`src/dlc_defs.svh`:
```
`ifndef DLC_DEFS_SVH
`define DLC_DEFS_SVH

// delay line and period measurement widths
`define DLC_IDX_W      7
`define DLC_HIST_W     128
`define DLC_IDX_MAX    7'h7f
`define DLC_TAP_RST    7'h00

// lock detector
`define DLC_LOCK_CNT   4'h8
`define DLC_ALIGN_TOL  7'h01

// divider ratio codes and twice the ratio for each
`define DLC_DIV_SEL_W  3
`define DLC_DIVX2_1P5  6'h03
`define DLC_DIVX2_2    6'h04
`define DLC_DIVX2_2P5  6'h05
`define DLC_DIVX2_3    6'h06
`define DLC_DIVX2_4    6'h08
`define DLC_DIVX2_5    6'h0a
`define DLC_DIVX2_8    6'h10
`define DLC_DIVX2_16   6'h20
`define DLC_DIV_CNT_W  11

// loop network source codes
`define DLC_NET_C0     3'h0
`define DLC_NET_C90    3'h1
`define DLC_NET_C180   3'h2
`define DLC_NET_C270   3'h3
`define DLC_NET_DBL    3'h4
`define DLC_NET_DIV    3'h5

`endif

```
`src/dlc_pkg.sv`:
```
`include "dlc_defs.svh"

package dlc_pkg;

   typedef enum logic [1:0] {DLC_RESET, DLC_ACQUIRE, DLC_LOCKED} dlc_state_e;

   // the six loop clock outputs
   typedef struct packed {
      logic c0;
      logic c90;
      logic c180;
      logic c270;
      logic dbl;
      logic div;
   } dlc_clks_s;

   // divider state
   typedef struct packed {
      logic [`DLC_DIV_CNT_W-1:0] cnt;
      logic                      out;
   } dlc_div_s;

   // loop state
   typedef struct packed {
      logic                    src_s1;
      logic                    src_s2;
      logic                    src_d;
      logic                    fb_s1;
      logic                    fb_s2;
      logic                    fb_d;
      logic                    rst_s1;
      logic                    rst_s2;
      logic [3:0]              pad_s1;
      logic [3:0]              pad_s2;
      logic [3:0]              rt_s1;
      logic [3:0]              rt_s2;
      logic [`DLC_HIST_W-1:0]  hist;
      logic [`DLC_IDX_W-1:0]   per_cnt;
      logic [`DLC_IDX_W-1:0]   period;
      logic [`DLC_IDX_W-1:0]   since;
      logic [`DLC_IDX_W-1:0]   tap;
      logic [3:0]              good_cnt;
      dlc_state_e              state;
      logic                    locked;
      dlc_clks_s               clks;
      logic [3:0]              gnet;
      logic [1:0]              lnet;
      logic                    cfg_done;
   } dlc_top_s;

endpackage

```
`src/dlc_div.sv`:
```
`timescale 1ns/100ps
`include "dlc_defs.svh"

module dlc_div
   import dlc_pkg::*;
(
   // clock and reset
   input  wire logic                      core_clk,
   input  wire logic                      rst_b,
   input  wire logic                      clr,
   // ratio and measured source period
   input  wire logic [`DLC_DIV_SEL_W-1:0] div_sel,
   input  wire logic [`DLC_IDX_W-1:0]     period,
   // divided clock
   output logic                           div_out
);

   dlc_div_s s_r;
   dlc_div_s s_nxt;
   logic [`DLC_DIV_CNT_W-1:0] half;

   // twice the ratio, so the half ratios stay integer
   function automatic logic [5:0] dlc_divx2(input logic [`DLC_DIV_SEL_W-1:0] sel);
      case (sel)
         3'h0:    dlc_divx2 = `DLC_DIVX2_1P5;
         3'h1:    dlc_divx2 = `DLC_DIVX2_2;
         3'h2:    dlc_divx2 = `DLC_DIVX2_2P5;
         3'h3:    dlc_divx2 = `DLC_DIVX2_3;
         3'h4:    dlc_divx2 = `DLC_DIVX2_4;
         3'h5:    dlc_divx2 = `DLC_DIVX2_5;
         3'h6:    dlc_divx2 = `DLC_DIVX2_8;
         default: dlc_divx2 = `DLC_DIVX2_16;
      endcase
   endfunction

   // half output period in core cycles: ratio * period / 2, 50/50 duty
   always_comb begin
      logic [12:0] prod;
      prod = {7'h00, dlc_divx2(div_sel)} * {6'h00, period}; // widen first, no lost product bits
      half = prod[12:2];
      s_nxt = s_r;
      if (clr) begin
         s_nxt = '0;
      end else if (s_r.cnt + 11'h001 >= half) begin
         s_nxt.cnt = '0;
         s_nxt.out = ~s_r.out;
      end else begin
         s_nxt.cnt = s_r.cnt + 11'h001;
      end
   end

   always_ff @(posedge core_clk) begin
      if (!rst_b) begin
         s_r <= '0;
      end else begin
         s_r <= s_nxt;
      end
   end

   assign div_out = s_r.out;
endmodule

```
`src/dlc_top.sv`:
```
`timescale 1ns/100ps
`include "dlc_defs.svh"

module dlc_top
   import dlc_pkg::*;
(
   // clock and reset
   input  wire logic                      core_clk,
   input  wire logic                      rst_b,
   // loop pins
   input  wire logic                      source_clock_in,
   input  wire logic                      feedback_clock_in,
   input  wire logic                      loop_rst,
   // loop setup
   input  wire logic                      feedback_is_doubled,
   input  wire logic [`DLC_DIV_SEL_W-1:0] div_sel,
   input  wire logic [2:0]                net_sel_a,
   input  wire logic [2:0]                net_sel_b,
   // global buffers
   input  wire logic [3:0]                pad_clk,
   input  wire logic [3:0]                route_clk,
   input  wire logic [3:0]                buf_sel_route,
   output logic [3:0]                     global_net,
   // loop outputs
   output dlc_clks_s                      loop_clks,
   output logic [1:0]                     loop_net,
   output logic                           mirror_clock_out,
   output logic                           locked,
   output logic [`DLC_IDX_W-1:0]          tap_value,
   // configuration hold-off
   input  wire logic                      cfg_wait_lock,
   input  wire logic                      cfg_done_req,
   output logic                           cfg_done
);

   dlc_top_s s_r;
   dlc_top_s s_nxt;
   logic     div_clk;
   logic     src_rise;
   logic     fb_rise;

   // rising edge of a synchronised level
   function automatic logic dlc_rise(input logic now, input logic was);
      dlc_rise = now & ~was;
   endfunction

   // delay line index, saturating at the far end
   function automatic logic [`DLC_IDX_W-1:0] dlc_idx(input logic [`DLC_IDX_W-1:0] a,
                                                     input logic [`DLC_IDX_W-1:0] b);
      logic [`DLC_IDX_W:0] sum;
      sum = {1'b0, a} + {1'b0, b};
      dlc_idx = sum[`DLC_IDX_W] ? `DLC_IDX_MAX : sum[`DLC_IDX_W-1:0];
   endfunction

   // one of the six loop clocks for a loop network
   function automatic logic dlc_pick(input dlc_clks_s c, input logic [2:0] sel);
      case (sel)
         `DLC_NET_C0:   dlc_pick = c.c0;
         `DLC_NET_C90:  dlc_pick = c.c90;
         `DLC_NET_C180: dlc_pick = c.c180;
         `DLC_NET_C270: dlc_pick = c.c270;
         `DLC_NET_DBL:  dlc_pick = c.dbl;
         default:       dlc_pick = c.div;
      endcase
   endfunction

   assign src_rise = dlc_rise(s_r.src_s2, s_r.src_d);
   assign fb_rise  = dlc_rise(s_r.fb_s2, s_r.fb_d);

   // divider restarts with the loop so it never runs from a stale period
   dlc_div u_div (
      .core_clk (core_clk),
      .rst_b    (rst_b),
      .clr      (s_r.rst_s2),
      .div_sel  (div_sel),
      .period   (s_r.period),
      .div_out  (div_clk)
   );

   // next state of the whole loop
   always_comb begin
      logic [`DLC_IDX_W-1:0] err;
      logic [`DLC_IDX_W-1:0] q;
      logic [`DLC_IDX_W-1:0] h;
      logic                  aligned;
      logic                  second_edge;
      err = src_rise ? 7'h00 : s_r.since;
      q = {2'h0, s_r.period[6:2]};
      h = {1'h0, s_r.period[6:1]};
      aligned = (err <= `DLC_ALIGN_TOL) || (err + `DLC_ALIGN_TOL >= s_r.period);
      // doubled feedback also rises mid period; that edge carries no phase error
      second_edge = feedback_is_doubled && s_r.locked && (err >= q)
                    && (err < s_r.period - q);
      s_nxt = s_r;

      // pin synchronisers, two flops each
      s_nxt.src_s1 = source_clock_in;
      s_nxt.src_s2 = s_r.src_s1;
      s_nxt.src_d  = s_r.src_s2;
      s_nxt.fb_s1  = feedback_clock_in;
      s_nxt.fb_s2  = s_r.fb_s1;
      s_nxt.fb_d   = s_r.fb_s2;
      s_nxt.rst_s1 = loop_rst;
      s_nxt.rst_s2 = s_r.rst_s1;
      s_nxt.pad_s1 = pad_clk;
      s_nxt.pad_s2 = s_r.pad_s1;
      s_nxt.rt_s1  = route_clk;
      s_nxt.rt_s2  = s_r.rt_s1;

      // delay line history, newest sample at index zero
      s_nxt.hist = {s_r.hist[`DLC_HIST_W-2:0], s_r.src_s2};

      // source period and time since the last source edge
      if (src_rise) begin
         s_nxt.period  = s_r.per_cnt;
         s_nxt.per_cnt = 7'h01;
         s_nxt.since   = 7'h01;
      end else begin
         s_nxt.per_cnt = dlc_idx(s_r.per_cnt, 7'h01);
         s_nxt.since   = dlc_idx(s_r.since, 7'h01);
      end

      // tap control and lock detector
      case (s_r.state)
         DLC_RESET: begin
            s_nxt.tap      = `DLC_TAP_RST;
            s_nxt.good_cnt = 4'h0;
            s_nxt.locked   = 1'b0;
            s_nxt.state    = DLC_ACQUIRE;
         end
         DLC_ACQUIRE, DLC_LOCKED: begin
            if (fb_rise && !second_edge) begin
               if (aligned) begin
                  if (s_r.good_cnt == `DLC_LOCK_CNT - 4'h1) begin
                     s_nxt.state  = DLC_LOCKED;
                     s_nxt.locked = 1'b1;
                  end else begin
                     s_nxt.good_cnt = s_r.good_cnt + 4'h1;
                  end
               end else begin
                  // late feedback wants less delay, early wants more
                  s_nxt.good_cnt = 4'h0;
                  s_nxt.locked   = 1'b0;
                  s_nxt.state    = DLC_ACQUIRE;
                  if (err <= h) begin
                     s_nxt.tap = (s_r.tap != 7'h00) ? s_r.tap - 7'h01 : s_r.tap;
                  end else begin
                     s_nxt.tap = dlc_idx(s_r.tap, 7'h01);
                  end
               end
            end
         end
         default: begin
            s_nxt.state = DLC_RESET;
         end
      endcase

      // quadrature phases taken a quarter period apart down the line
      s_nxt.clks.c0   = s_r.hist[s_r.tap];
      s_nxt.clks.c90  = s_r.hist[dlc_idx(s_r.tap, q)];
      s_nxt.clks.c180 = s_r.hist[dlc_idx(s_r.tap, h)];
      s_nxt.clks.c270 = s_r.hist[dlc_idx(s_r.tap, dlc_idx(q, h))];
      // pre-lock 25/75 lets the loop lock on the right edge
      s_nxt.clks.dbl  = s_r.locked ? (s_r.clks.c0 ^ s_r.clks.c90)
                                   : (s_r.clks.c0 & ~s_r.clks.c90);
      s_nxt.clks.div  = div_clk;

      // global buffers and the two loop networks
      s_nxt.gnet = (buf_sel_route & s_r.rt_s2) | (~buf_sel_route & s_r.pad_s2);
      s_nxt.lnet = {dlc_pick(s_r.clks, net_sel_b), dlc_pick(s_r.clks, net_sel_a)};

      // configuration completion held until lock when asked
      s_nxt.cfg_done = cfg_done_req && (!cfg_wait_lock || s_r.locked);

      // loop reset wins over everything else in the loop
      if (s_r.rst_s2) begin
         s_nxt.state    = DLC_RESET;
         s_nxt.tap      = `DLC_TAP_RST;
         s_nxt.good_cnt = 4'h0;
         s_nxt.locked   = 1'b0;
      end
   end

   always_ff @(posedge core_clk) begin
      if (!rst_b) begin
         s_r <= '0;
      end else begin
         s_r <= s_nxt;
      end
   end

   // outputs straight from the state flops
   assign global_net       = s_r.gnet;
   assign loop_clks        = s_r.clks;
   assign loop_net         = s_r.lnet;
   assign mirror_clock_out = s_r.clks.c0;
   assign locked           = s_r.locked;
   assign tap_value        = s_r.tap;
   assign cfg_done         = s_r.cfg_done;
endmodule

```
`config.mk`:
```
export PLATFORM = sky130hd
export DESIGN_NAME = dlc_top
export DESIGN_NICKNAME = d
export VERILOG_FILES = /design/src/dlc_pkg.sv /design/src/dlc_div.sv /design/src/dlc_top.sv
export VERILOG_INCLUDE_DIRS = /design/src
export SDC_FILE = /design/constraint.sdc
export NUM_CORES = 1
export LEC_CHECK = 0
export ABC_CLOCK_PERIOD_IN_PS = 9400
export BUFFER_PORTS_ARGS = -buffer_cell sky130_fd_sc_hd__buf_4
export CAP_MARGIN = 20
export CORE_ASPECT_RATIO = 0.8
export CORE_MARGIN = 2
export CORE_UTILIZATION = 45
export CTS_CLUSTER_SIZE = 40
export DETAILED_ROUTE_END_ITERATION = 10
export PLACE_DENSITY_LB_ADDON = 0.2
export RECOVER_POWER = 25
export SLEW_MARGIN = 20
export SYNTH_ARGS = -nofsm -noshare
export SYNTH_HDL_FRONTEND = slang
export SYNTH_SLANG_ARGS = --single-unit
```
`constraint.sdc`:
```
create_clock -name core_clk -period 9.4 [get_ports core_clk]
set_clock_uncertainty 0.05 [all_clocks]
set_input_delay 0.47 -clock core_clk [delete_from_list [all_inputs] [get_ports core_clk]]
set_output_delay 0.47 -clock core_clk [all_outputs]
set_load 0.03 [all_outputs]
```
# After elaboration in Yosys (flattened, before gate mapping)
# Index checks and enable logic that the tools add are counted.
dict set report classes {
  add_sub_neg 12
  multipliers 1
  order_cmp 10
  eq_ne 22
  muxes 32
  bitwise 13
  n_reduce_logical 23
}
# operator n
set ops {}
lappend ops {{two-way mux 7 bit} 12}
lappend ops {{one-hot mux 6 bit (7 select lines)} 1}
lappend ops {{less-than comparator 7 x 8 -> 1 bit, second input constant} 4}
lappend ops {{binary-select mux 1 bit (select 7 bit)} 4}
lappend ops {{adder 7 x 1 -> 8 bit, second input constant} 3}
lappend ops {{one-hot mux 11 bit (2 select lines)} 1}
lappend ops {{equality test 3 x 2 -> 1 bit, second input constant} 6}
lappend ops {{equality test 3 bit, second input constant} 5}
lappend ops {{two-way mux 14 bit} 1}
lappend ops {{multiplier 6 x 7 -> 13 bit} 1}
lappend ops {{adder 11 x 1 -> 11 bit, second input constant} 1}
lappend ops {{>= comparator 11 bit} 1}
lappend ops {{one-hot mux 1 bit (5 select lines)} 2}
lappend ops {{equality test 3 x 1 -> 1 bit, second input constant} 3}
lappend ops {{zero test 3 bit} 3}
lappend ops {{!= test 3 bit, second input constant} 3}
lappend ops {{adder 7 x 5 -> 8 bit} 1}
lappend ops {{adder 7 x 6 -> 8 bit} 1}
lappend ops {{adder 7 x 7 -> 8 bit} 1}
lappend ops {{bitwise AND 4 bit} 2}
lappend ops {{adder 5 x 6 -> 7 bit} 1}
lappend ops {{adder 7 x 1 -> 7 bit, second input constant} 1}
lappend ops {{>= comparator 7 x 5 -> 1 bit} 1}
lappend ops {{>= comparator 7 bit} 1}
lappend ops {{31 further kinds} 53}
dict set report word_totals {
  regBits 212
  input_bits 29
  output_inout_bits 22
  word_cells 146
}

# Logic depth before layout (Yosys ltp)
# Gate-level depths: netlist of run 1.
dict set report depth {
  word_depth 10
  depth_mapped 25
  mapped_depth_nobuf 24
}

# Hierarchy
# From an unflattened synthesis of run 1, not the netlist that was laid out.
dict set report hier_totals {
  cells_unflattened 1723
  area_unflattened_um2 15203.3
}
# mod instances cells_per_inst area_each_um2 seq_area_each_um2
set modules_own_cells {}
lappend modules_own_cells {dlc_top 1 1492 13201.4 3983.8}
lappend modules_own_cells {dlc_div 1 231 2001.9 240.2}

# Least setup slack after synthesis of run 1
# No wires, ideal clock.
dict set report synth_path {
  path_type {input -> register}
  start {in div_sel[2]}
  end {reg u_div.s_r[10] (netlist name)}
  arrival_ns 5.163
  required_time_ns 9.222
  setup_slack_ns 4.059
  path_stages 23
  cell_sequence {clkbuf_1 -> nor2b_1 -> and2_1 -> fa_1 -> fa_1 -> inv_1 -> fa_1 -> inv_1 -> ha_1 -> inv_1 -> o21bai_1 -> a21oi_1 -> o21bai_1 -> a21oi_1 -> o21bai_1 -> a21oi_1 -> xor2_1 -> ha_1 -> nand3_1 -> or3_1 -> nand3_1 -> clkbuf_1 -> nor2b_1}
}
dict set report synth_via {
  elab_chain_len 5
  elab_cells_between_ends 11
  classes_between {1 x mul; 1 x order compare; 6 x eq/ne; 1 x mux; 2 x reduce/logical}
}
# item line_no
set synth_rtl {}
lappend synth_rtl {{start, declared} dlc_top.sv:16} ;# input wire logic [`DLC_DIV_SEL_W-1:0] div_sel,
lappend synth_rtl {{equality test 3 bit (tied with other cells)} dlc_div.sv:24} ;# case (sel)
lappend synth_rtl {{one-hot mux 6 bit (7 select lines) *} dlc_div.sv:24}
lappend synth_rtl {{multiplier 6 x 7 -> 13 bit *} dlc_div.sv:39} ;# prod = {7'h00, dlc_divx2(div_sel)} * {6'h00, period};
lappend synth_rtl {{>= comparator 11 bit *} dlc_div.sv:44} ;# end else if (s_r.cnt + 11'h001 >= half) begin
lappend synth_rtl {{OR reduction 3 bit (no line) *} --}
lappend synth_rtl {{end signal, assigned} dlc_div.sv:56} ;# s_r <= s_nxt;
lappend synth_rtl {{end, declared} dlc_div.sv:18} ;# dlc_div_s s_r;
# Every way passes the cells marked *; elsewhere a longest branch is shown, timed or not.
# A chain may end at the register's enable or synchronous reset.

# Worst setup path after layout of run 1
dict set report layout_path {
  start {reg s_r[36] (netlist name)}
  end {reg u_div.s_r[10] (netlist name)}
}
dict set report layout_via {
  elab_chain_len 3
}
# item line_no
set layout_rtl {}
lappend layout_rtl {{start, declared} dlc_top.sv:36} ;# dlc_top_s s_r;
lappend layout_rtl {{start signal, assigned} dlc_top.sv:188} ;# s_r <= s_nxt;
lappend layout_rtl {{multiplier 6 x 7 -> 13 bit} dlc_div.sv:39}
lappend layout_rtl {{>= comparator 11 bit} dlc_div.sv:44}
lappend layout_rtl {{OR reduction 3 bit (no line)} --}
# No other way between the ends.

==> qor.csv, run 1 <==
stage,metric,value,unit
yosys,yosys.area.top_type,dfxtp_1,
power_and_ir_drop,p_per_area,142,mW/mm^2
timing,fin_crit,5690,ps
place,place_area,0.0158,mm^2
status,violations,"capacitance limit, slew limit",
die,die_x,209,um
global_route,grt_pass1_wl,75.8,mm
timing,rsz0062_at_grt,false,
global_route,track_usage,0.277,
timing,hold_violations,0,
cts,cts.sinks,211,
place,routabilityCongestion,0.971,
yosys,synth_area_leaders,"dfxtp_1 (28%), ha_1 (7.9%), mux4_2 (7.9%)",
yosys,synth_edf_count,0,
power_and_ir_drop,ir_worst_vdd,0.121,mV
critical_path,reg2reg_to,u_div.s_r[10],
layout,syn_to_final_growth,9.04,%
yosys,synth-adder-area-share,0.114,
cts,clock_path_buffers,3,
global_route,antenna_found_initial,1,
timing,setup_tns,0,ps
yosys,synth_cell_type_count,82,
global_route,overflow,0,
yosys,async_flop_share,0,
timing,setup_violations,0,
die,rows,60,
yosys,synthCells,1732,
critical_path,crit_path_end,u_div.s_r[10],
routing,detail_route.wl_per_cell,22.7,um
routing,vias,13500,
timing,relSlewSlack,-0.859,
timing,fin_crit_sh,0.605,
yosys,synth-simple-area-share,0.210,
die,ioPinCount,51,
place,io_buffer_count,50,
yosys,avgSynthCellArea,8.75,um^2
yosys,synth_top_cell_area_share,0.279,
cts,ctsHtreeMaxLevel,1,
critical_path,r2r_cells,21,
die,core-area,0.0334,mm^2
routing,drt_iter0_drc,1559,
die,dieHeight,168,um
die,start_util,0.453,
hold_path,hp-class,in2reg,
layout,n_fill_cell,3157,
power_and_ir_drop,p_leak,6.53,nW
cts,cts_inserted_buffers,22,
layout,multi_input_area,0.0101,mm^2
yosys,synth_ff_type,dfxtp_1,
critical_path,cp-start-kind,register,
layout,final-seq-area,0.00423,mm^2
yosys,yosysMostFrequentCell,dfxtp_1,
routing,routed_via_density,6.26,
critical_path,cp.required,9760,ps
critical_path,cp-end-kind,register,
yosys,netlist_top_cells_count,"dfxtp_1 (211), and2_1 (175), nand2_1 (145), nor2_1 (107), a21oi_1 (98)",
critical_path,reg2reg_slack,3710,ps
cts,cts_tree,done,
layout,fin_area,0.0165,mm^2
cts,cts_setup_buffers,0,
yosys,ys_ff_latch,211,
global_route,grt_pass1_vias,12800,
routing,drtPass1Iterations,6,
cts,cts-root-buf,clkbuf_16,
critical_path,critPathMaxFanout,15,
yosys,synth_area,0.0151,mm^2
critical_path,worstPathArrival,6050,ps
status,run_status,"finished, violations left",
cts,cts-hold-fix-buffers,0,
timing,tightest_slew,2790,ps
yosys,synth_top_family_by_area,simple AND/OR/NAND/NOR gates,
layout,diodes,0,
critical_path,reg2reg_from,s_r[36],
timing,fmax,0.176,GHz
cts,cts.clk_slew.worst_paths,70,ps
die,die-area,0.0352,mm^2
layout,drive_gt1_frac,0.120,
yosys,yosysSeqAreaShare,0.279,
cts,cts_resized,0,
place,dp_hpwl,34.7,mm
yosys,synth_xor_xnor_area_share,0.0295,
yosys,yosysWarnings,0,
global_route,grt_max_degree,85,
routing,wl,49.0,mm
routing,ant_nets,0,
critical_path,path_class,reg2reg,
critical_path,crit_path_start,s_r[36],
cts,clkLatencyLatePin,530,ps
job,max-cap-violations,1,
yosys,synth_compound_area_frac,0.186,
yosys,synth_nets,1883,
layout,nets,1864,
timing,finalMaxSlewViolations,72,
routing,drc,0,
yosys,synthMuxAreaShare,0.128,
sequential cells by signal, summed over array words and instances (netlist names), 2 cells and up:
register	flops
u_div.s_r	11
tap_value	7
s_nxt	140
loop_clks	5
loop_net	2
s_r	38
global_net	4
placed cells by master (no fill, tap or decap), types with 18 or more instances in the layout:
cell type,Yosys,final
a21oi_1,98,97
nand3_1,51,51
xnor2_1,33,32
dfxtp_1,211,209
mux2i_1,55,55
nor2b_1,22,22
mux4_2,53,53
a211oi_1,32,32
ha_1,96,94
and2_1,175,157
nor3_1,57,56
nand2_1,145,145
buf_4,19,79
o21ai_0,50,50
o211ai_1,20,20
a21o_1,27,27
o221ai_1,24,24
and2_0,0,18
fa_1,26,26
o22ai_1,22,22
clkbuf_16,0,23
nor2_1,107,107
inv_1,71,71
where the power goes:
part	internal [mW]	leakage (nW)	switching, mW
Sequential	0.911	1.71	0.0142
Clock	0.541	0.361	0.373
Combinational	0.169	4.46	0.333
Total	1.62	6.53	0.720
layout make-up:
cell class | instances | share of cell area
Sequential cell | 211 | 0.256
Timing Repair Buffer | 80 | 0.0361
Clock inverter | 9 | 0.00833
Tap cell | 434 | 0.0329
Inverter | 71 | 0.0161
Clock buffer | 29 | 0.0368
Multi-Input combinational cell | 1327 | 0.614
cells by family (layout without fill, tap and decap cells):
group           Yosys count  count (layout)
simple gates            626             626
fa+ha+maj               122             122
buf+inv                 194             189
flops                   211             211
xor+xnor                 51              51
compound gates          403             403
mux                     125             125
through the flow:
step | total power [mW] | utilization | instances | hold slack (ps) | setup slack (ps)
finish | 2.34 | 0.494 | 2161 | 56.3 | 3710
global route | 2.42 | 0.494 | 2161 | 61.6 | 3160
CTS | 2.34 | 0.495 | 2161 | 47.2 | 3710
detailed placement | 1.43 | 0.472 | 2123 | 371 | 3550
global placement | 1.43 | 0.472 | 2123 | 363 | 3700
floorplan | 1.28 | - | 1732 | 362 | 4060
worst max-delay path, stage by stage, from the launching register on:
cell and delay, ps:
dfxtp_1 740, inv_1 230, nor3_1 300, fa_1 500, fa_1 540, inv_1 50
fa_1 520, inv_1 40, ha_1 270, inv_1 100, o21bai_1 90, a21oi_1 220
o21bai_1 90, a21oi_1 210, o21bai_1 90, a21oi_1 170, xor2_1 90, ha_1 300
nand3_1 80, or3_1 410, nand3_1 340, nor2b_1 100
worst min path at each step:
| stage | start | endpoint | slack (ps) | cells after the start |
|---|---|---|---|---|
| finish | cfg_wait_lock | cfg_done | 60 | 2 |
| CTS | cfg_wait_lock | cfg_done | 50 | 2 |
| detailed placement | s_nxt[187] | s_r[187] | 370 | 1 |
| floorplan | s_nxt[195] | s_nxt[194] | 360 | 1 |
| global route | cfg_wait_lock | cfg_done | 60 | 2 |
| global placement | s_nxt[176] | s_r[176] | 360 | 1 |
metal layers:
metal / GRT usage / up-vias / routed length [um]
met3: 0.0673 / 115 / 5310
met4: 0.0888 / 0 / 1500
met5: 0 / - / 0
li1: - / 6235 / -
met2: 0.390 / 735 / 19600
met1: 0.410 / 6441 / 22600
Power figures use the tool's default switching activity.
==> run 2, diff against run 1 <==
--- a/config.mk
+++ b/config.mk
@@ -6,7 +6,7 @@
 export SDC_FILE = /design/constraint.sdc
 export NUM_CORES = 1
 export LEC_CHECK = 0
-export ABC_CLOCK_PERIOD_IN_PS = 9400
+export ABC_CLOCK_PERIOD_IN_PS = 5500
 export BUFFER_PORTS_ARGS = -buffer_cell sky130_fd_sc_hd__buf_4
 export CAP_MARGIN = 20
 export CORE_ASPECT_RATIO = 0.8
==> constraint.sdc (replaced) <==
create_clock -name core_clk -period 5.5 [get_ports core_clk]
set_clock_uncertainty 0.05 [all_clocks]
set_input_delay 0.275 -clock core_clk [delete_from_list [all_inputs] [get_ports core_clk]]
set_output_delay 0.275 -clock core_clk [all_outputs]
set_load 0.03 [all_outputs]
==> run 2 against run 1 <==
  * The flow still finishes with violations (capacitance limit, slew limit)
  * Clock-buffer cell count is 2 higher
  * Sequential share of layout area fell by 0.67 points
  * Setup slack worse by 3400 ps
==> qor.csv, run 2 (same netlist as run 1, synthesis figures left out) <==
stage,metric,value,unit
critical_path,worstPathArrival,5550,ps
layout,drive_gt1_frac,0.136,
status,violations,"capacitance limit, slew limit",
global_route,track_usage,0.287,
die,rows,60,
power_and_ir_drop,p_leak,6.78,nW
timing,tightest_slew,2660,ps
global_route,grt_pass1_wl,78.5,mm
place,place_area,0.0160,mm^2
global_route,overflow,0,
power_and_ir_drop,p_sw_frac,0.307,
die,ioPinCount,51,
routing,m1WireLength,23.8,mm
status,run_status,"finished, violations left",
die,dieHeight,168,um
cts,cts.sinks,211,
cts,cts.clk_slew.worst_paths,60,ps
layout,syn_to_final_growth,12.0,%
place,dp_hpwl,36.8,mm
routing,detail_route.wl_per_cell,22.9,um
place,post-place-ws,37.9,ps
timing,hold_violations,0,
global_route,grt_max_degree,84,
power_and_ir_drop,internal_power,2.81,mW
critical_path,reg2reg_slack,340,ps
critical_path,critPathTopFamily,compound AO/OA/AOI/OAI gates,
place,io_buffer_count,50,
layout,layout_common_cells,"dfxtp_1 (209), and2_1 (153), nand2_1 (145)",
critical_path,cp_cell_sequence,"buf_4, ha_1, fa_1, a21o_1, a21o_1, a21o_1, ha_1, o21a_1, nor2_1, o31a_1, o21ai_1, o221ai_1, a21oi_1, a211oi_1, nor3_1, o221a_1",
critical_path,slowest_stage,o21ai_1,
routing,drc,0,
layout,fin_cells,2212,
critical_path,r2r_cells,16,
job,max-cap-violations,1,
hold_path,hp-class,in2reg,
global_route,antenna_found_initial,1,
critical_path,max_stage_delay,730,ps
timing,whs,36.0,ps
layout,utilization,0.508,
timing,rsz0062_at_grt,false,
power_and_ir_drop,p_per_area,239,mW/mm^2
power_and_ir_drop,p_comb_frac,0.216,
routing,drtPass1Iterations,8,
timing,fin_crit_sh,0.937,
critical_path,critPathBufInv,1,
routing,routed_via_density,6.22,
critical_path,cp-end-kind,register,
timing,setup_tns,0,ps
routing,vias,13800,
die,start_util,0.453,
hold_path,hold_end,loop_net[0],
critical_path,path_class,reg2reg,
die,die-area,0.0352,mm^2
power_and_ir_drop,clockPowerShare,0.390,
layout,nets,1914,
global_route,grt_pass1_vias,13200,
timing,worst_slack,344,ps
layout,final_common_cell,dfxtp_1,
routing,route.met2.wl,20.0,mm
power_and_ir_drop,seqPwrFrac,0.394,
cts,clock_path_buffers,3,
critical_path,reg2reg_from,s_r[36],
cts,ctsHtreeMaxLevel,1,
die,core-area,0.0334,mm^2
critical_path,cp.required,5900,ps
critical_path,crit_top_cell,a21o_1,
place,routabilityCongestion,1.02,
routing,routed-wl-met3,5.29,mm
cts,cts_setup_buffers,0,
hold_path,hold_depth,4,
routing,wl,50.7,mm
timing,fmax,0.194,GHz
timing,relSlewSlack,-0.771,
power_and_ir_drop,totalPowerFinal,4.06,mW
routing,ant_nets,0,
timing,fin_crit,5160,ps
critical_path,cp-start-kind,register,
die,die_x,209,um
place,dp.cells,2152,
routing,drt_iter0_drc,1603,
layout,fin_area,0.0170,mm^2
layout,diodes,0,
timing,setup_violations,0,
cts,cts-root-buf,clkbuf_16,
routing,topRoutingLayerUsed,met4,
layout,largest_reg_flops,140,
cts,cts_tree,done,
cts,cts_inserted_buffers,23,
hold_path,min_from,net_sel_a[1],
power_and_ir_drop,ir_worst_vdd,0.232,mV
cts,clkLatencyLatePin,540,ps
timing,finalMaxSlewViolations,73,
critical_path,critPathMaxFanout,10,
critical_path,reg2reg_to,loop_clks[2],
power_and_ir_drop,switching_power,1.24,mW
==> run 2: changes by cell type in the layout (fill, tap and decap cells not counted), moves of 4 or more <==
cell / delta
buf_4: +29
dlygate4sd3_1: +20
clkbuf_8: +5
and2_0: +4
and2_1: -4
==> run 2: worst register-to-register path, stage by stage, from the launching register on <==
cell      delay [ps]
dfxtp_1          370
buf_4            220
ha_1             230
fa_1             410
a21o_1           200
a21o_1           200
a21o_1           190
ha_1             380
o21a_1           200
nor2_1            80
o31a_1           340
o21ai_1          740
o221ai_1         250
a21oi_1          200
a211oi_1          80
nor3_1           540
o221a_1          390
==> run 2: cell type report <==
class                           instances  area, um^2
Clock buffer                           31         666
Clock inverter                          9         106
Fill cell                            3123       16400
Inverter                               71         267
Multi-Input combinational cell       1327       10100
Sequential cell                       211        4230
Tap cell                              434         543
Timing Repair Buffer                  129        1010
==> run 2: power by group through the flow <==
stage          combinational [mW]  clock [mW]  sequential, mW
2_1_floorplan               0.570           0            1.61
3_3_place_gp                0.828           0            1.63
3_5_place_dp                0.833           0            1.63
4_1_cts                     0.847        1.61            1.60
5_1_grt                     0.924        1.68            1.60
6_report                    0.878        1.58            1.60
==> run 2: timing repair <==
item                                    4_1_cts  5_1_grt
endpoints found under the setup margin        0       11
hold buffers                                 20        0
hold endpoints to repair                     18        0
resized for setup                             0        1
==> run 2: layer usage <==
layer / GRT usage / vias to the layer above
met5: 0 / -
met4: 0.0891 / 0
met3: 0.0657 / 124
met2: 0.402 / 698
met1: 0.431 / 6586
li1: - / 6347
==> run 2: worst max-delay path by stage <==
stage                     from             to  slack (ps)  depth (start not counted)
floorplan              s_r[36]  u_div.s_r[10]         310                         22
global placement    div_sel[2]   u_div.s_r[3]         120                         24
detailed placement  div_sel[2]  u_div.s_r[11]          40                         24
CTS                    s_r[36]  u_div.s_r[11]         260                         21
global route           s_r[36]   u_div.s_r[8]          90                         21
finish                 s_r[36]   loop_clks[2]         340                         16
